==> src/inc/mtc_pkg.sv <==
// package: register map, fields, reset values and timing for the trigger control block
package mtc_pkg;
  localparam int unsigned NUM_MEAS = 8;
  localparam int unsigned AW = 12;
  // register byte addresses
  localparam logic [11:0] OFF_CMD     = 12'h000;
  localparam logic [11:0] OFF_MODE    = 12'h004;
  localparam logic [11:0] OFF_ENABLE  = 12'h008;
  localparam logic [11:0] OFF_SCREEN  = 12'h00C;
  localparam logic [11:0] OFF_STATUS  = 12'h010;
  localparam logic [11:0] OFF_RESULT  = 12'h014;
  localparam logic [11:0] OFF_STORE   = 12'h018;
  localparam logic [11:0] OFF_MEASSEL = 12'h01C;
  // command register fields
  localparam int CMD_TRG     = 0;
  localparam int CMD_ABORT   = 1;
  localparam int CMD_RESET   = 2;
  localparam int CMD_LOCAL   = 3;
  localparam int CMD_REMOTE  = 4;
  localparam int CMD_SAVE    = 5;
  localparam int CMD_RECALL  = 6;
  localparam int CMD_NUM_LSB = 8;
  localparam int CMD_NUM_W   = 7;
  // mode register fields
  localparam int MODE_FAST   = 0;
  localparam int MODE_SINGLE = 1;
  localparam int MODE_AUTOR  = 2;
  localparam logic [2:0] MODE_RST = 3'h4;
  localparam logic [6:0] SLOT_MAX = 7'h63;
  // timing
  localparam int unsigned CLK_HZ        = 40_000_000;
  localparam int unsigned SETTLE_US     = 50;
  localparam int unsigned SETTLE_CYC    = SETTLE_US * (CLK_HZ / 1_000_000);
  localparam int unsigned AUTORANGE_US  = 20;
  localparam int unsigned AUTORANGE_CYC = AUTORANGE_US * (CLK_HZ / 1_000_000);
  localparam int unsigned CNT_W         = 16;
  localparam logic [31:0] ERR_WORD = 32'hDEAD_0000;
endpackage

==> src/core/mtc_slot_mem.sv <==
// memory: per-measurement held results with registered read data
`timescale 1ns/100ps
`default_nettype none
module mtc_slot_mem #(
  parameter int unsigned DEPTH = 8,
  parameter int unsigned DW    = 32
) (
  input  wire logic                     clk_i,
  input  wire logic                     we_i,
  input  wire logic [$clog2(DEPTH)-1:0] waddr_i,
  input  wire logic [DW-1:0]            wdata_i,
  input  wire logic [$clog2(DEPTH)-1:0] raddr_i,
  output logic      [DW-1:0]            rdata_o
);
  logic [DW-1:0] mem [DEPTH];
  always_ff @(posedge clk_i) begin
    if (we_i) begin
      mem[waddr_i] <= wdata_i;
    end
    rdata_o <= mem[raddr_i];
  end
endmodule
`default_nettype wire

==> src/core/mtc_delay.sv <==
// settling and ranging delay timer, one pulse when the programmed wait has run
`timescale 1ns/100ps
`default_nettype none
module mtc_delay #(
  parameter int unsigned CW = 16
) (
  input  wire logic          clk_i,
  input  wire logic          rst_n_i,
  input  wire logic          start_i,
  input  wire logic          cancel_i,
  input  wire logic [CW-1:0] len_i,
  output logic               done_o
);
  typedef struct packed {
    logic          run;
    logic [CW-1:0] cnt;
    logic          done;
  } mtc_dly_t;
  mtc_dly_t s_r, s_nxt;
  always_comb begin
    s_nxt      = s_r;
    s_nxt.done = 1'b0;
    if (cancel_i) begin
      s_nxt.run = 1'b0;
    end else if (start_i) begin
      if (len_i == '0) begin
        s_nxt.done = 1'b1;
      end else begin
        s_nxt.run = 1'b1;
        s_nxt.cnt = len_i;
      end
    end else if (s_r.run) begin
      s_nxt.cnt = s_r.cnt - 1'b1;
      if (s_r.cnt == {{(CW-1){1'b0}}, 1'b1}) begin
        s_nxt.run  = 1'b0;
        s_nxt.done = 1'b1;
      end
    end
  end
  always_ff @(posedge clk_i or negedge rst_n_i) begin
    if (!rst_n_i) begin
      s_r <= '0;
    end else begin
      s_r <= s_nxt;
    end
  end
  assign done_o = s_r.done;
endmodule
`default_nettype wire

==> src/core/mtc_trigger_ctrl.sv <==
// top: trigger, rearm_policy, settling and save/recall control with an APB slave
//
// The implementer's own choices: the APB slave port and the address map.
`timescale 1ns/100ps
`default_nettype none
// Overview of operation
// - bus trigger pin, common trigger and immediate command act the same
// - a trigger while idle or measuring starts a cycle on every active measurement; one during settling is ignored
// - active means on the shown screen and switched on
// - one-shot: stop after valid result, hold results until next trigger; a fresh remote also clears the valid flags of active measurements
// - one-shot: repeated queries return the same held value
// - continuous: restart cycle right after each valid result
// - continuous: re-arm external measurements after each valid result
// - continuous: successive queries return fresh values
// - cycles without valid result retry until valid or aborted
// - full settling waits for external and internal transients
// - fast settling inserts no settling delay
// - autorange delay applies in both settling modes
// - read of an invalid result stalls the bus until valid
// - recall takes number 0 to 99 and restores that slot
// - save takes number 0 to 99 and stores into that slot
// - recall refuses numbers above 99
// - save refuses numbers above 99
// - power-on, preset, local or reset: full, continuous; fresh remote: last written mode, else full, continuous
// - abort stops cycles and readies for a new command
module mtc_trigger_ctrl #(
  parameter int unsigned NM = mtc_pkg::NUM_MEAS
) (
  input  wire logic          MCLK_I,
  input  wire logic          RESETN_I,
  input  wire logic          PSEL_I,
  input  wire logic          PENABLE_I,
  input  wire logic          PWRITE_I,
  input  wire logic [11:0]   PADDR_I,
  input  wire logic [31:0]   PWDATA_I,
  output logic      [31:0]   PRDATA_O,
  output logic               PREADY_O,
  output logic               PSLVERR_O,
  input  wire logic          GET_I,
  input  wire logic [NM-1:0] MEAS_SCREEN_I,
  input  wire logic [NM-1:0] MEAS_DONE_I,
  input  wire logic [NM-1:0] MEAS_OK_I,
  input  wire logic [31:0]   MEAS_DATA_I,
  output logic      [NM-1:0] MEAS_START_O,
  output logic      [NM-1:0] MEAS_ARM_O,
  output logic      [NM-1:0] MEAS_ABORT_O,
  output logic               STORE_SAVE_O,
  output logic               STORE_RECALL_O,
  output logic      [6:0]    STORE_SLOT_O
);
  import mtc_pkg::*;
  localparam int unsigned MW = $clog2(NM);

  typedef enum logic [1:0] {ST_IDLE, ST_SETTLE, ST_MEAS} mtc_st_t;
  typedef struct packed {
    logic [1:0]    rst_sync;
    logic [2:0]    get_sync;
    logic          get_seen;
    logic [2:0]    mode;
    logic          remote;
    logic          remote_mode_set;
    logic [2:0]    remote_mode;
    logic [NM-1:0] enable;
    logic [NM-1:0] valid;
    logic [NM-1:0] busy;
    mtc_st_t       st;
    logic [NM-1:0] start;
    logic [NM-1:0] arm;
    logic [NM-1:0] abort;
    logic          dly_go;
    logic          save;
    logic          recall;
    logic [6:0]    slot;
    logic          slot_err;
    logic [MW-1:0] qsel;
    logic          rd_wait;
    logic          rd_stage;
    logic [31:0]   prdata;
    logic          pready;
    logic          pslverr;
  } mtc_state_t;
  mtc_state_t s_r, s_nxt;

  logic          rst_n;
  logic          dly_done;
  logic [NM-1:0] active;
  logic [31:0]   mem_rdata;
  logic [CNT_W-1:0] dly_len;
  logic          trg_event;
  logic          setup_ph;
  logic          acc_ph;

  assign rst_n = s_r.rst_sync[1];

  function automatic logic [31:0] pad32(input logic [NM-1:0] v);
    pad32 = 32'h0000_0000 | 32'(v);
  endfunction

  // settling length follows mode; autorange wait applies in any mode
  always_comb begin
    dly_len = '0;
    if (!s_r.mode[MODE_FAST]) begin
      dly_len = CNT_W'(SETTLE_CYC);
    end
    if (s_r.mode[MODE_AUTOR]) begin
      dly_len = dly_len + CNT_W'(AUTORANGE_CYC);
    end
  end

  mtc_delay #(.CW(CNT_W)) u_dly (
    .clk_i    (MCLK_I),
    .rst_n_i  (rst_n),
    .start_i  (s_r.dly_go),
    .cancel_i (|s_r.abort),
    .len_i    (dly_len),
    .done_o   (dly_done)
  );

  mtc_slot_mem #(.DEPTH(NM), .DW(32)) u_mem (
    .clk_i   (MCLK_I),
    .we_i    (|(s_r.busy & MEAS_DONE_I & MEAS_OK_I)),
    .waddr_i (done_idx(s_r.busy & MEAS_DONE_I & MEAS_OK_I)),
    .wdata_i (MEAS_DATA_I),
    .raddr_i (s_r.qsel),
    .rdata_o (mem_rdata)
  );

  function automatic logic [MW-1:0] done_idx(input logic [NM-1:0] v);
    done_idx = '0;
    for (int i = NM - 1; i >= 0; i--) begin
      if (v[i]) begin
        done_idx = MW'(i);
      end
    end
  endfunction

  assign active    = MEAS_SCREEN_I & s_r.enable;
  assign setup_ph  = PSEL_I && !PENABLE_I;
  assign acc_ph    = PSEL_I && PENABLE_I;
  assign trg_event = s_r.get_sync[2] && s_r.get_sync[1] && !s_r.get_seen;

  always_comb begin
    logic [NM-1:0] fin;
    logic          cmd_trg;
    fin        = '0;
    cmd_trg    = 1'b0;
    s_nxt          = s_r;
    s_nxt.rst_sync = {s_r.rst_sync[0], 1'b1};
    s_nxt.get_sync = {s_r.get_sync[1:0], GET_I};
    if (s_r.get_sync[2] == s_r.get_sync[1]) begin
      s_nxt.get_seen = s_r.get_sync[1];
    end
    s_nxt.start   = '0;
    s_nxt.arm     = '0;
    s_nxt.abort   = '0;
    s_nxt.dly_go  = 1'b0;
    s_nxt.save    = 1'b0;
    s_nxt.recall  = 1'b0;
    s_nxt.pready  = 1'b0;
    s_nxt.pslverr = 1'b0;
    ////////////////////////////////////////////////////////////////////
    // apb slave
    if (setup_ph) begin
      s_nxt.rd_wait  = !PWRITE_I && PADDR_I == OFF_RESULT;
      s_nxt.rd_stage = 1'b0;
    end
    if (acc_ph && !s_r.pready) begin
      if (PWRITE_I) begin
        s_nxt.pready = 1'b1;
        case (PADDR_I)
          OFF_CMD: begin
            cmd_trg = PWDATA_I[CMD_TRG];
            if (PWDATA_I[CMD_ABORT]) begin
              s_nxt.abort = s_r.busy;
              s_nxt.busy  = '0;
              s_nxt.st    = ST_IDLE;
            end
            if (PWDATA_I[CMD_RESET] || PWDATA_I[CMD_LOCAL]) begin
              s_nxt.mode = MODE_RST;
              if (PWDATA_I[CMD_LOCAL]) begin
                s_nxt.remote = 1'b0;
              end
            end
            if (PWDATA_I[CMD_REMOTE] && !s_r.remote) begin
              s_nxt.remote = 1'b1;
              s_nxt.mode   = s_r.remote_mode_set ? s_r.remote_mode : MODE_RST;
              s_nxt.valid  = s_r.valid & ~active;
              if (!s_nxt.mode[MODE_SINGLE]) begin
                cmd_trg = 1'b1;
              end
            end
            if (PWDATA_I[CMD_SAVE] || PWDATA_I[CMD_RECALL]) begin
              if (PWDATA_I[CMD_NUM_LSB +: CMD_NUM_W] > SLOT_MAX) begin
                s_nxt.slot_err = 1'b1;
                s_nxt.pslverr  = 1'b1;
              end else begin
                s_nxt.slot_err = 1'b0;
                s_nxt.slot     = PWDATA_I[CMD_NUM_LSB +: CMD_NUM_W];
                s_nxt.save     = PWDATA_I[CMD_SAVE];
                s_nxt.recall   = PWDATA_I[CMD_RECALL];
              end
            end
          end
          OFF_MODE: begin
            s_nxt.mode            = PWDATA_I[2:0];
            s_nxt.remote_mode     = PWDATA_I[2:0];
            s_nxt.remote_mode_set = 1'b1;
          end
          OFF_ENABLE:  s_nxt.enable = PWDATA_I[NM-1:0];
          OFF_MEASSEL: s_nxt.qsel   = PWDATA_I[MW-1:0];
          default: s_nxt.pslverr = 1'b1;
        endcase
      end else begin
        case (PADDR_I)
          OFF_CMD:     s_nxt.prdata = '0;
          OFF_MODE:    s_nxt.prdata = {29'h0, s_r.mode};
          OFF_ENABLE:  s_nxt.prdata = pad32(s_r.enable);
          OFF_SCREEN:  s_nxt.prdata = pad32(MEAS_SCREEN_I);
          OFF_STATUS:  s_nxt.prdata = {16'(s_r.busy), 16'(s_r.valid)};
          OFF_STORE:   s_nxt.prdata = {24'h0, s_r.slot_err, s_r.slot};
          OFF_MEASSEL: s_nxt.prdata = 32'(s_r.qsel);
          default:     s_nxt.prdata = ERR_WORD;
        endcase
        if (PADDR_I == OFF_RESULT) begin
          // stall until the chosen result is valid, then one stage for memory
          if (s_r.valid[s_r.qsel]) begin
            s_nxt.rd_stage = 1'b1;
            if (s_r.rd_stage) begin
              s_nxt.prdata = mem_rdata;
              s_nxt.pready = 1'b1;
            end
          end
        end else begin
          s_nxt.pready  = 1'b1;
          s_nxt.pslverr = !(PADDR_I inside {OFF_CMD, OFF_MODE, OFF_ENABLE, OFF_SCREEN,
                                            OFF_STATUS, OFF_STORE, OFF_MEASSEL});
        end
      end
    end
    cmd_trg = cmd_trg | trg_event;
    ////////////////////////////////////////////////////////////////////
    // measurement sequencing
    fin = s_r.busy & MEAS_DONE_I;
    s_nxt.valid = s_nxt.valid | (fin & MEAS_OK_I);
    case (s_r.st)
      ST_IDLE: s_nxt.st = ST_IDLE;
      ST_SETTLE: begin
        if (dly_done) begin
          s_nxt.start = s_r.busy;
          s_nxt.st    = ST_MEAS;
        end
      end
      ST_MEAS: begin
        s_nxt.start = fin & ~MEAS_OK_I;
        if (!s_r.mode[MODE_SINGLE]) begin
          s_nxt.start = s_nxt.start | (fin & MEAS_OK_I);
          s_nxt.arm   = fin & MEAS_OK_I;
        end else begin
          s_nxt.busy = s_r.busy & ~(fin & MEAS_OK_I);
          if ((s_r.busy & ~(fin & MEAS_OK_I)) == '0) begin
            s_nxt.st = ST_IDLE;
          end
        end
      end
      default: s_nxt.st = ST_IDLE;
    endcase
    if (cmd_trg && |active && (s_r.st == ST_IDLE || s_r.st == ST_MEAS)) begin
      s_nxt.valid  = s_nxt.valid & ~active;
      s_nxt.busy   = active;
      s_nxt.arm    = active;
      s_nxt.start  = '0;
      s_nxt.dly_go = 1'b1;
      s_nxt.st     = ST_SETTLE;
    end
    if (|s_nxt.abort) begin
      s_nxt.start  = '0;
      s_nxt.arm    = '0;
      s_nxt.busy   = '0;
      s_nxt.dly_go = 1'b0;
      s_nxt.st     = ST_IDLE;
    end
  end

  always_ff @(posedge MCLK_I or negedge RESETN_I) begin
    if (!RESETN_I) begin
      s_r      <= '0;
      s_r.mode <= MODE_RST;
      s_r.st   <= ST_IDLE;
    end else begin
      s_r <= s_nxt;
    end
  end

  assign PRDATA_O       = s_r.prdata;
  assign PREADY_O       = s_r.pready;
  assign PSLVERR_O      = s_r.pslverr;
  assign MEAS_START_O   = s_r.start;
  assign MEAS_ARM_O     = s_r.arm;
  assign MEAS_ABORT_O   = s_r.abort;
  assign STORE_SAVE_O   = s_r.save;
  assign STORE_RECALL_O = s_r.recall;
  assign STORE_SLOT_O   = s_r.slot;

  ////////////////////////////////////////////////////////////////////
  // assertions
  single_hold_a: assert property (@(posedge MCLK_I) disable iff (!rst_n)
    (s_r.st == ST_IDLE && s_r.mode[MODE_SINGLE] && !trg_event && !(acc_ph && PWRITE_I))
    |=> (s_r.st == ST_IDLE && MEAS_START_O == '0))
    else $error("start issued while holding in one-shot");
  slot_range_a: assert property (@(posedge MCLK_I) disable iff (!rst_n)
    (STORE_SAVE_O || STORE_RECALL_O) |-> (STORE_SLOT_O <= SLOT_MAX))
    else $error("store slot beyond range");
  abort_stop_a: assert property (@(posedge MCLK_I) disable iff (!rst_n)
    (|MEAS_ABORT_O) |-> (MEAS_START_O == '0 && s_r.busy == '0))
    else $error("abort left measurements running");
  result_gate_a: assert property (@(posedge MCLK_I) disable iff (!rst_n)
    (PREADY_O && s_r.rd_wait && !s_r.pslverr) |-> $past(s_r.valid[s_r.qsel]))
    else $error("result released while invalid");
  settle_run_a: assert property (@(posedge MCLK_I) disable iff (!rst_n)
    (s_r.dly_go && !s_r.mode[MODE_FAST]) |=> !dly_done [*8])
    else $error("full settling ended too early");
  fast_nodelay_a: assert property (@(posedge MCLK_I) disable iff (!rst_n)
    (s_r.dly_go && s_r.mode == 3'h1) |=> dly_done)
    else $error("fast settling added delay");
  cont_restart_a: assert property (@(posedge MCLK_I) disable iff (!rst_n)
    (s_r.st == ST_MEAS && !s_r.mode[MODE_SINGLE] && |(s_r.busy & MEAS_DONE_I & MEAS_OK_I)
     && !trg_event && !(acc_ph && PWRITE_I))
    |=> (MEAS_START_O == $past(s_r.busy & MEAS_DONE_I)))
    else $error("continuous mode did not restart");
  retry_a: assert property (@(posedge MCLK_I) disable iff (!rst_n)
    (s_r.st == ST_MEAS && |(s_r.busy & MEAS_DONE_I & ~MEAS_OK_I) && !trg_event
     && !(acc_ph && PWRITE_I)) |=> (|MEAS_START_O))
    else $error("failed cycle not retried");
endmodule
`default_nettype wire

==> config.mk <==
export PLATFORM = sky130hd
export DESIGN_NAME = mtc_trigger_ctrl
export DESIGN_NICKNAME = d
export VERILOG_FILES = /design/src/inc/mtc_pkg.sv /design/src/core/mtc_slot_mem.sv /design/src/core/mtc_delay.sv /design/src/core/mtc_trigger_ctrl.sv
export SDC_FILE = /design/constraint.sdc
export NUM_CORES = 1
export LEC_CHECK = 0
export BUFFER_PORTS_ARGS = -buffer_cell sky130_fd_sc_hd__buf_2
export CAP_MARGIN = 20
export CORE_MARGIN = 10
export CORE_UTILIZATION = 29
export DETAILED_ROUTE_END_ITERATION = 7
export GPL_ROUTABILITY_DRIVEN = 0
export PLACE_DENSITY_LB_ADDON = 0.15
export SETUP_SLACK_MARGIN = 0.05
export SLEW_MARGIN = 20
export SYNTH_ARGS = -nofsm -noshare
export SYNTH_HDL_FRONTEND = slang
export SYNTH_SLANG_ARGS = --single-unit
==> constraint.sdc <==
create_clock -name MCLK_I -period 0.9 [get_ports MCLK_I]
set_clock_uncertainty 0.05 [all_clocks]
set_input_delay 0.135 -clock MCLK_I [delete_from_list [all_inputs] [get_ports MCLK_I]]
set_output_delay 0.135 -clock MCLK_I [all_outputs]
set_load 0.005 [all_outputs]
==> Yosys cells after proc, flatten, opt, wreduce, memory -nomap -nowiden <==
Memories as Yosys holds them, arrays and structs flattened. A register that Yosys moved wholly into a read port is not among the register bits.
Cells that the tools add are included.
{ "word_totals": {"latch_bits": 0, "n_memories": 1, "ramBits": 256, "word_cells": 173, "reg_bits": 131, "mem_bits_ro": 0} }
{ "op_classes": {"shift": 0, "magnitude_cmp": 2, "eq_ne": 14, "mux": 72, "div": 0, "bitwise_logic": 16, "n_reduce_logical": 39, "multipliers": 0, "add_sub_neg": 2} }
{ "mem_list": {"columns": ["memory", "depth", "width", "rd", "rd_ports_with_merged_regs", "write_ports", "line", "text"], "rows": [
  ["u_mem.mem", 8, 32, 1, 1, 1, "mtc_slot_mem.sv:15", "logic [DW-1:0] mem [DEPTH];"]
]} }
{ "ops": {"columns": ["cell", "n"], "rows": [
  ["32-bit one-hot mux with 7 select lines", 1],
  ["33-bit 2-to-1 mux", 3],
  ["18-bit 2-to-1 mux", 5],
  ["34-bit 2-to-1 mux", 2],
  ["8-bit AND", 7],
  ["8-bit 2-to-1 mux", 7],
  ["10-bit 2-to-1 mux", 5],
  ["12-bit by 5-bit == test with 1-bit output (second input constant)", 4],
  ["35-bit 2-to-1 mux", 1],
  ["16-bit 2-to-1 mux", 2],
  ["8-bit OR reduction", 4],
  ["3-bit 2-to-1 mux", 10],
  ["13-bit 2-to-1 mux", 2],
  ["26-bit 2-to-1 mux", 1],
  ["12-bit by 4-bit == test with 1-bit output (second input constant)", 2],
  ["8-bit NOT", 3],
  ["1-bit 2-to-1 mux", 21],
  ["17-bit 2-to-1 mux", 1],
  ["16-bit by 10-bit adder with 16-bit output (second input constant)", 1],
  ["16-bit by 1-bit == test with 1-bit output (second input constant)", 1],
  ["16-bit zero test", 1],
  ["8-bit OR", 2],
  ["8-bit one-hot mux with 2 select lines", 1],
  ["16-bit by 1-bit subtractor with 16-bit output (second input constant)", 1],
  ["other kinds (32)", 57]
]} }

==> Depth between registers and ports, before layout <==
Gate-level depths: netlist (run 1).
{ "depth": {"depth_word": 12, "mapped_depth": 8} }

==> By module <==
From an unflattened synthesis (run 1), not the netlist that was laid out.
{ "unflattened": {"hier_cells": 1187, "area_unflattened_um2": 17685.7} }
{ "modules_own_cells": {"columns": ["module", "n_inst", "cells_each", "area_each_um2"], "rows": [
  ["mtc_slot_mem", 1, 415, 10466.3],
  ["mtc_trigger_ctrl", 1, 627, 6057.1],
  ["mtc_delay", 1, 145, 1162.4]
]} }

==> Worst setup path before layout (run 1) <==
No wires, ideal clock.
{ "synth_path": {"path_kind": "reg-to-reg", "startpoint": "reg s_r[77] (netlist bit)", "endpoint": "mem u_mem.mem[3][0], enable pin", "stages_incl_launch_ff": 4, "t_required_ns": 0.382, "path_buffers": 0, "arrival_time_ns": 3.048, "setup_ns": 0.468, "path_slack_ns": -2.666, "period_less_slack_ns": 3.566, "cell_sequence": "dfrtp_1 -> nand3_1 -> nand2_1 -> nor3b_1"} }
{ "synth_via": {"elab_chain_cells": 5, "elab_cells_between_ends": 7} }
{ "synth_lines": {"columns": ["item", "line", "text"], "rows": [
  ["start: declaration", "mtc_trigger_ctrl.sv:82", "mtc_state_t s_r, s_nxt;"],
  ["start signal: assignment", "mtc_trigger_ctrl.sv:290", "s_r <= s_nxt;"],
  ["8-bit AND * (2 in a row)", "mtc_trigger_ctrl.sv:121, mtc_trigger_ctrl.sv:122", null],
  ["8-bit OR reduction", "mtc_trigger_ctrl.sv:121", ".we_i (|(s_r.busy & MEAS_DONE_I & MEAS_OK_I)),"],
  ["1-bit 2-to-1 mux", "mtc_slot_mem.sv:17", "if (we_i) begin"],
  ["1-bit 2-to-1 mux (implied by the code)", "mtc_slot_mem.sv:18", "mem[waddr_i] <= wdata_i;"],
  ["end: declaration", "mtc_slot_mem.sv:15", null]
]} }
Every way passes the cells marked *; elsewhere a longest branch is shown, timed or not.

==> Worst setup path after layout (run 1) <==
{ "layout_path": {"startpoint": "reg s_r[77] (netlist bit)", "endpoint": "mem u_mem.mem[6][26], enable pin"} }
Same word-level chain as after synthesis.

==> metrics.txt, run 1 <==
status finished, violations left; failing checks negative hold slack, negative setup slack; clk sinks 419; Seq/Total Area, Yosys 66.5%; type of destination of the critical path register; Mapped Cells between 1k and 1.5k; I/O Pins approximately 170; final net count 1763; Final period util 216%; Synth area leaders edfxtp_1, dfrtp_1, mux4_2; Hold WS -0.0678 ns; critical path required time 1.14 ns; antenna violations before repair 4; Vias/cell ~4.8; largest net degree at the start of global routing 34; Final min period 1.94 ns; htree depth 2; Core Area 59200 sq um; Starting Density 29.4%; max-slew violations 0; CP Class reg -> reg; first drt pass iteration count 5; Netlist Area Pre-Place 17400 sq um; Max FO, Critical Path 8; first-pass GRT wire length between 80000 and 90000 um; Final Hold Fails 29; crit-path max cell delay 0.44 ns; DIE AREA 70400 sq um; gr usage total 16.0%; Max IR drop VDD approximately 0.0014 V; reg2reg start s_r[77]$_DFF_PN0_; Net Count, Synth 1265; later-pin clock latency in the skew report roughly 0.60 ns; post-synthesis register bit count 419; Num CTS Buffers 48; Final Setup Violations 481; Bufs on Longest Clock Path 3; hpwl dp 36000 um; Crit path max-delay family simple AND/OR/NAND/NOR gates; die width 265 um; DIE HEIGHT 265 um; RSZ-0062 raised after global routing true; Setup TNS -374.88 ns; Util after Layout between 40 and 50%; area leader, netlist edfxtp_1; CTS root buf clkbuf_16; Final WS setup -1.04 ns; Post-synth EDFFs 256; Max Freq 515 MHz; Layout Cells excl Fill roughly 2.5k; WL/cell 23.5 um; PwrDens 1680 nW/um^2; # hold bufs at CTS between 50 and 60; Yosys warnings 0; Vias 11.7k; Hold Path Class in -> async; Worst Reg-to-Reg Cells 6; CP Cell Sequence nand3_4 -> nand4_1 -> or3_4 -> a21oi_4 -> buf_6 -> clkbuf_16; Max Cap Viol 0; Port Buffers between 150 and 200; Synth async-reset ratio 31.3%; Placed Cells between 2k and 2.5k; Netlist cell types 74; Pleak 10.1 nW; share of cells above drive strength 1 51.4%; r2r setup slk -1.04 ns; CP Buf/Inv Count 2; R2R Path End u_mem.mem[6][26]$_DFFE_PP_; critical path arrival approximately 2.2 ns; ys flop type edfxtp_1; GRT overflow 0; Rows 89; vias in the first global route 12.5k; Area growth syn-to-layout 47.7%; CTS tree yes; CP max stage cell dfrtp_2; final wirelength 57800 um; clock-pin slew of the registers on the worst-case setup and hold paths 0.06 ns; Critical Path Start Type register; DRC viols 0; First DRT Iteration DRCs between 800 and 900; Routed Antenna Nets 0; synthesized area per cell ~15 sq um; top-area cell type share of the netlist area between 40 and 50%
[cell usage after synthesis (12+ instances only)]
cell	number
dfxtp_1	32
nand2_1	98
buf_4	66
nand3_1	35
nor3_1	12
dfrtp_1	130
o21ai_0	63
nor2_1	38
mux2_2	61
inv_1	14
and3_1	24
mux4_2	65
mux2i_1	12
buf_2	16
a22oi_1	14
clkbuf_1	30
a21oi_1	18
edfxtp_1	256
[worst reg2reg max path: stages (launching register included)]
cell and delay (ns):
dfrtp_2 0.44, nand3_4 0.07, nand4_1 0.15, or3_4 0.41, a21oi_4 0.16, buf_6 0.16
clkbuf_16 0.19
[cell usage in the layout (no fill, tap or decap), types with 8 or more instances in the layout]
cell type	n
edfxtp_1	256
buf_4	210
buf_2	144
dfrtp_1	123
nand2_1	91
mux4_2	65
buf_6	63
dlygate4sd3_1	59
clkbuf_16	56
buf_12	52
mux2_4	41
o21ai_1	34
dfxtp_1	32
nor2_1	27
o21ai_0	21
mux2_2	20
nand3_2	18
and3_4	16
nand3_1	16
buf_16	16
o21ai_2	14
inv_1	11
mux2i_1	11
a21oi_1	10
and3_1	10
nor3_1	9
nand4_1	9
a31oi_1	9
o22ai_2	9
clkinv_2	9
nor2b_1	8
a22oi_2	8
nor4_4	8
nor2_4	8
o32ai_2	8
clkinv_1	8
[power breakdown]
part / leakage, nW / internal (mW) / switching (mW)
clock: 0.805 / 12.2 / 8.17
sequential: 4.32 / 20.6 / 0.122
combinational: 5.01 / 1.08 / 1.23
[final cells by class]
type,instances,area [sq um]
Clock buffer,59,1280
Fill cell,5393,33500
Antenna cell,2,5.00
Multi-Input combinational cell,607,6090
Timing Repair Buffer,558,5370
Clock inverter,31,363
Tap cell,773,967
Inverter,14,65.1
Sequential cell,419,11600
[worst max-delay path by stage]
stage               cells after the start  slack [ns]                    endpoint         startpoint
CTS                                     5       -1.01  u_mem.mem[6][29]$_DFFE_PP_  s_r[78]$_DFF_PN0_
global route                            6       -1.07  u_mem.mem[6][26]$_DFFE_PP_  s_r[78]$_DFF_PN0_
finish                                  6       -1.04  u_mem.mem[6][26]$_DFFE_PP_  s_r[77]$_DFF_PN0_
detailed placement                      7       -1.07           s_r[81]$_DFF_PN0_  s_r[82]$_DFF_PN0_
floorplan                               4       -1.28   u_mem.mem[6][0]$_DFFE_PP_  s_r[78]$_DFF_PN0_
global placement                        7       -1.08  u_mem.mem[7][27]$_DFFE_PP_  s_r[82]$_DFF_PN0_
[registers in the layout, summed over array words and instances (netlist names)]
name	count
u_mem.mem	256
s_r	42
PRDATA_O	32
u_mem.rdata_o	32
u_dly.s_r	17
MEAS_ABORT_O	8
MEAS_ARM_O	8
MEAS_START_O	8
STORE_SLOT_O	7
s_nxt	3
PREADY_O	1
PSLVERR_O	1
STORE_RECALL_O	1
STORE_SAVE_O	1
rst_n	1
u_dly.done_o	1
[metal layers]
metal | global-route usage [%] | part of all wire [%]
met5 | 0 | 0.022
met4 | 4.78 | 2.3
met3 | 3.11 | 4.4
met2 | 25.6 | 47
met1 | 21.7 | 46
[through the flow]
step | worst slack (ns) | power, mW | cell area, sq um
floorplan | -1.28 | 21.9 | 18100
global placement | -1.08 | 23.1 | 21300
detailed placement | -1.07 | 23.1 | 21300
CTS | -1.01 | 43.9 | 25300
global route | -1.07 | 44.9 | 25800
finish | -1.04 | 43.4 | 25800
[timing repair]
action,in CTS,in global routing
gates cloned,25,10
buffers inserted,51,27
pin swaps,30,28
setup endpoints to repair,481,481
endpoints found under the hold margin,428,29
gates resized for setup,150,92
[kinds of logic after synthesis]
group / Yosys count / share of synthesized area [%]
xor gates and xnor gates: 2 / 0.100
buffers and inverters: 129 / 4.40
DFF: 419 / 66.5
muxes: 138 / 13.0
AOI/OAI and AO/OA: 179 / 6.92
other: 1 / 0.0215
and+or+nand+nor: 273 / 8.36
adders and majority gates: 9 / 0.646
Note: power is estimated with default switching activity, not from simulation.
==> run 2: changes to the inputs <==
--- a/config.mk
+++ b/config.mk
@@ -8,7 +8,8 @@
 export BUFFER_PORTS_ARGS = -buffer_cell sky130_fd_sc_hd__buf_2
 export CAP_MARGIN = 20
 export CORE_MARGIN = 10
-export CORE_UTILIZATION = 29
+export CORE_UTILIZATION = 40
+export CTS_BUF_LIST = sky130_fd_sc_hd__clkbuf_8
 export DETAILED_ROUTE_END_ITERATION = 7
 export GPL_ROUTABILITY_DRIVEN = 0
 export PLACE_DENSITY_LB_ADDON = 0.15
==> metrics.txt, run 2 (synthesized netlist as in run 1, its figures left out) <==
status finished, violations left; failing checks negative hold slack, negative setup slack; first-pass GRT wire length 80600 um (-4.1%); critical path arrival 2.20 ns (+0.02 ns); top flop regs u_mem.mem: 256 flops, s_r: 42 flops; type of destination of the critical path register; CTS tree yes; CP Class reg -> reg; max-slew violations 0 (unchanged); Critical Path Start Type register; antenna violations before repair 2 (-2); most frequent cells in the layout edfxtp_1, buf_4, buf_2; number of flip-flops under the largest register name 256 (unchanged); Max Freq 530 MHz (+2.9%); RSZ-0062 raised after global routing true; Vias 12.2k (+3.7%); First DRT Iteration DRCs 994 (+17%); commonest non-fill, non-tap cell in the layout edfxtp_1; Final period util 210% (-6.2 points); Area growth syn-to-layout 45.9%; die width 229 um (-14%); share of cells above drive strength 1 51.6% (+0.21 points); Final Hold Fails 16 (-45%); Bufs on Longest Clock Path 3 (unchanged); Core Area 43100 sq um (-27%); # hold bufs at CTS 70 (+19%); later-pin clock latency in the skew report 0.64 ns (+0.04 ns); Final min period 1.89 ns (-0.0556 ns); PwrDens 1580 nW/um^2 (-6.0%); final net count 1802 (+2.2%); Final Setup Violations 481 (unchanged); Max FO, Critical Path 7 (-1); DRC viols 0 (unchanged); I/O Pins 173 (unchanged); GRT overflow 0 (unchanged); Num CTS Buffers 74 (+54%); Hold WS -0.122 ns (-0.0539 ns); Starting Density 40.5% (+11 points); final wirelength 54200 um (-6.3%); Port Buffers 155 (unchanged); DIE AREA 52400 sq um (-26%); Max Cap Viol 0 (unchanged); total chip power 40.3 mW (-7.2%); clock-pin slew of the registers on the worst-case setup and hold paths 0.06 ns (about the same); largest net degree at the start of global routing 41 (+21%); Vias/cell 5.22 (+9.5%); Max IR drop VDD 0.00113 V (-20%); first drt pass iteration count 5 (unchanged); gr usage total 20.1% (+4.1 points); hpwl dp 33400 um (-7.1%); Layout Cells excl Fill 2333 (-5.3%); Placed Cells 2037 (-8.3%); Rows 76 (-15%); clk sinks 419 (unchanged); Setup TNS -362.15 ns (+12.73 ns); DIE HEIGHT 229 um (-14%); Util after Layout 59.1% (+16 points); Pleak 10.2 nW (+1.1%); htree depth 3 (+1); Hold Path Class in -> async; critical path required time 1.21 ns (+0.07 ns); vias in the first global route 12.8k (+2.6%); CTS root buf clkbuf_8; Final WS setup -0.986 ns (+0.0556 ns); WL/cell 23.2 um (-1.1%); Largest Register u_mem.mem; Routed Antenna Nets 0 (unchanged)
## run 2: changes by cell type in the layout (fill, tap and decap cells not counted), sizes merged, moves of 2 or more
| cell | before | now |
|---|---|---|
| dlygate4sd3 | 59 | 70 |
| buf | 491 | 493 |
| clkinv | 20 | 13 |
| clkbuf | 67 | 94 |
| inv | 16 | 49 |
| bufinv | 7 | 1 |
## run 2: what timing repair did
| action | 4_1_cts | 5_1_grt |
|---|---|---|
| setup buffers | 47 | 25 |
| setup endpoints to repair | 481 | 481 |
| cloned | 19 | 11 |
| resized for setup | 153 | 91 |
| pin swaps | 37 | 41 |
| hold endpoints to repair | 436 | 17 |
## run 2: where the power goes
| part | internal [mW] | leakage (nW) | total, mW | switching (mW) |
|---|---|---|---|---|
| Clock | 9.05 | 0.862 | 17.1 | 8.10 |
| Sequential | 20.6 | 4.32 | 20.7 | 0.119 |
| Combinational | 1.17 | 5.06 | 2.41 | 1.24 |
## run 2: worst paths after layout
kind                                    from                          to  slack (ns)  cells after the start
min reg2reg                  rst_n$_DFF_PN0_    u_dly.s_r[6]$_DFFE_PN0P_        0.14                      1
min in group MCLK_I         MEAS_SCREEN_I[2]           s_r[78]$_DFF_PN0_       -0.09                      4
max in group asynchronous           RESETN_I    PRDATA_O[17]$_DFFE_PN0P_        0.39                      3
max                        s_r[78]$_DFF_PN0_  u_mem.mem[6][14]$_DFFE_PP_       -0.99                      6
max reg2reg                s_r[78]$_DFF_PN0_  u_mem.mem[6][14]$_DFFE_PP_       -0.99                      6
min                                 RESETN_I   MEAS_ABORT_O[2]$_DFF_PN0_       -0.12                      2
## run 2: final cells by class
type,count,area (sq um)
well taps,585,732
flip-flops and latches,419,11600
diodes,1,2.50
fillers,3358,17600
multi-input cells,605,6190
clock inverters,51,288
inverters,14,56.3
clock buffers,85,1170
repair buffers,573,5390
## run 2: per-stage QoR
| step | setup WS (ns) | area (sq um) | hold WS [ns] |
|---|---|---|---|
| 2_1_floorplan | -1.28 | 18100 | -0.211 |
| 3_3_place_gp | -1.01 | 21100 | -0.0183 |
| 3_5_place_dp | -1.00 | 21100 | -0.0148 |
| 4_1_cts | -0.951 | 24800 | -0.158 |
| 5_1_grt | -1.02 | 25400 | -0.128 |
| 6_report | -0.986 | 25400 | -0.122 |
## run 2: routing by layer
metal / part of all wire [%] / vias up / wire, um / GRT usage (%)
met5: 0.024 / - / 13 / 0
met4: 2.5 / 2 / 1380 / 6.33
met3: 5.3 / 97 / 2870 / 4.03
met2: 49 / 385 / 26600 / 33.3
met1: 43 / 6215 / 23300 / 26.2
li1: - / 5474 / - / -
## run 2: critical path: stages (launching register included)
cell and delay (ns):
dfrtp_2 0.45, nand3_4 0.07, nand4_1 0.15, or3_4 0.40, a21oi_4 0.13, buf_4 0.19, clkbuf_16 0.17
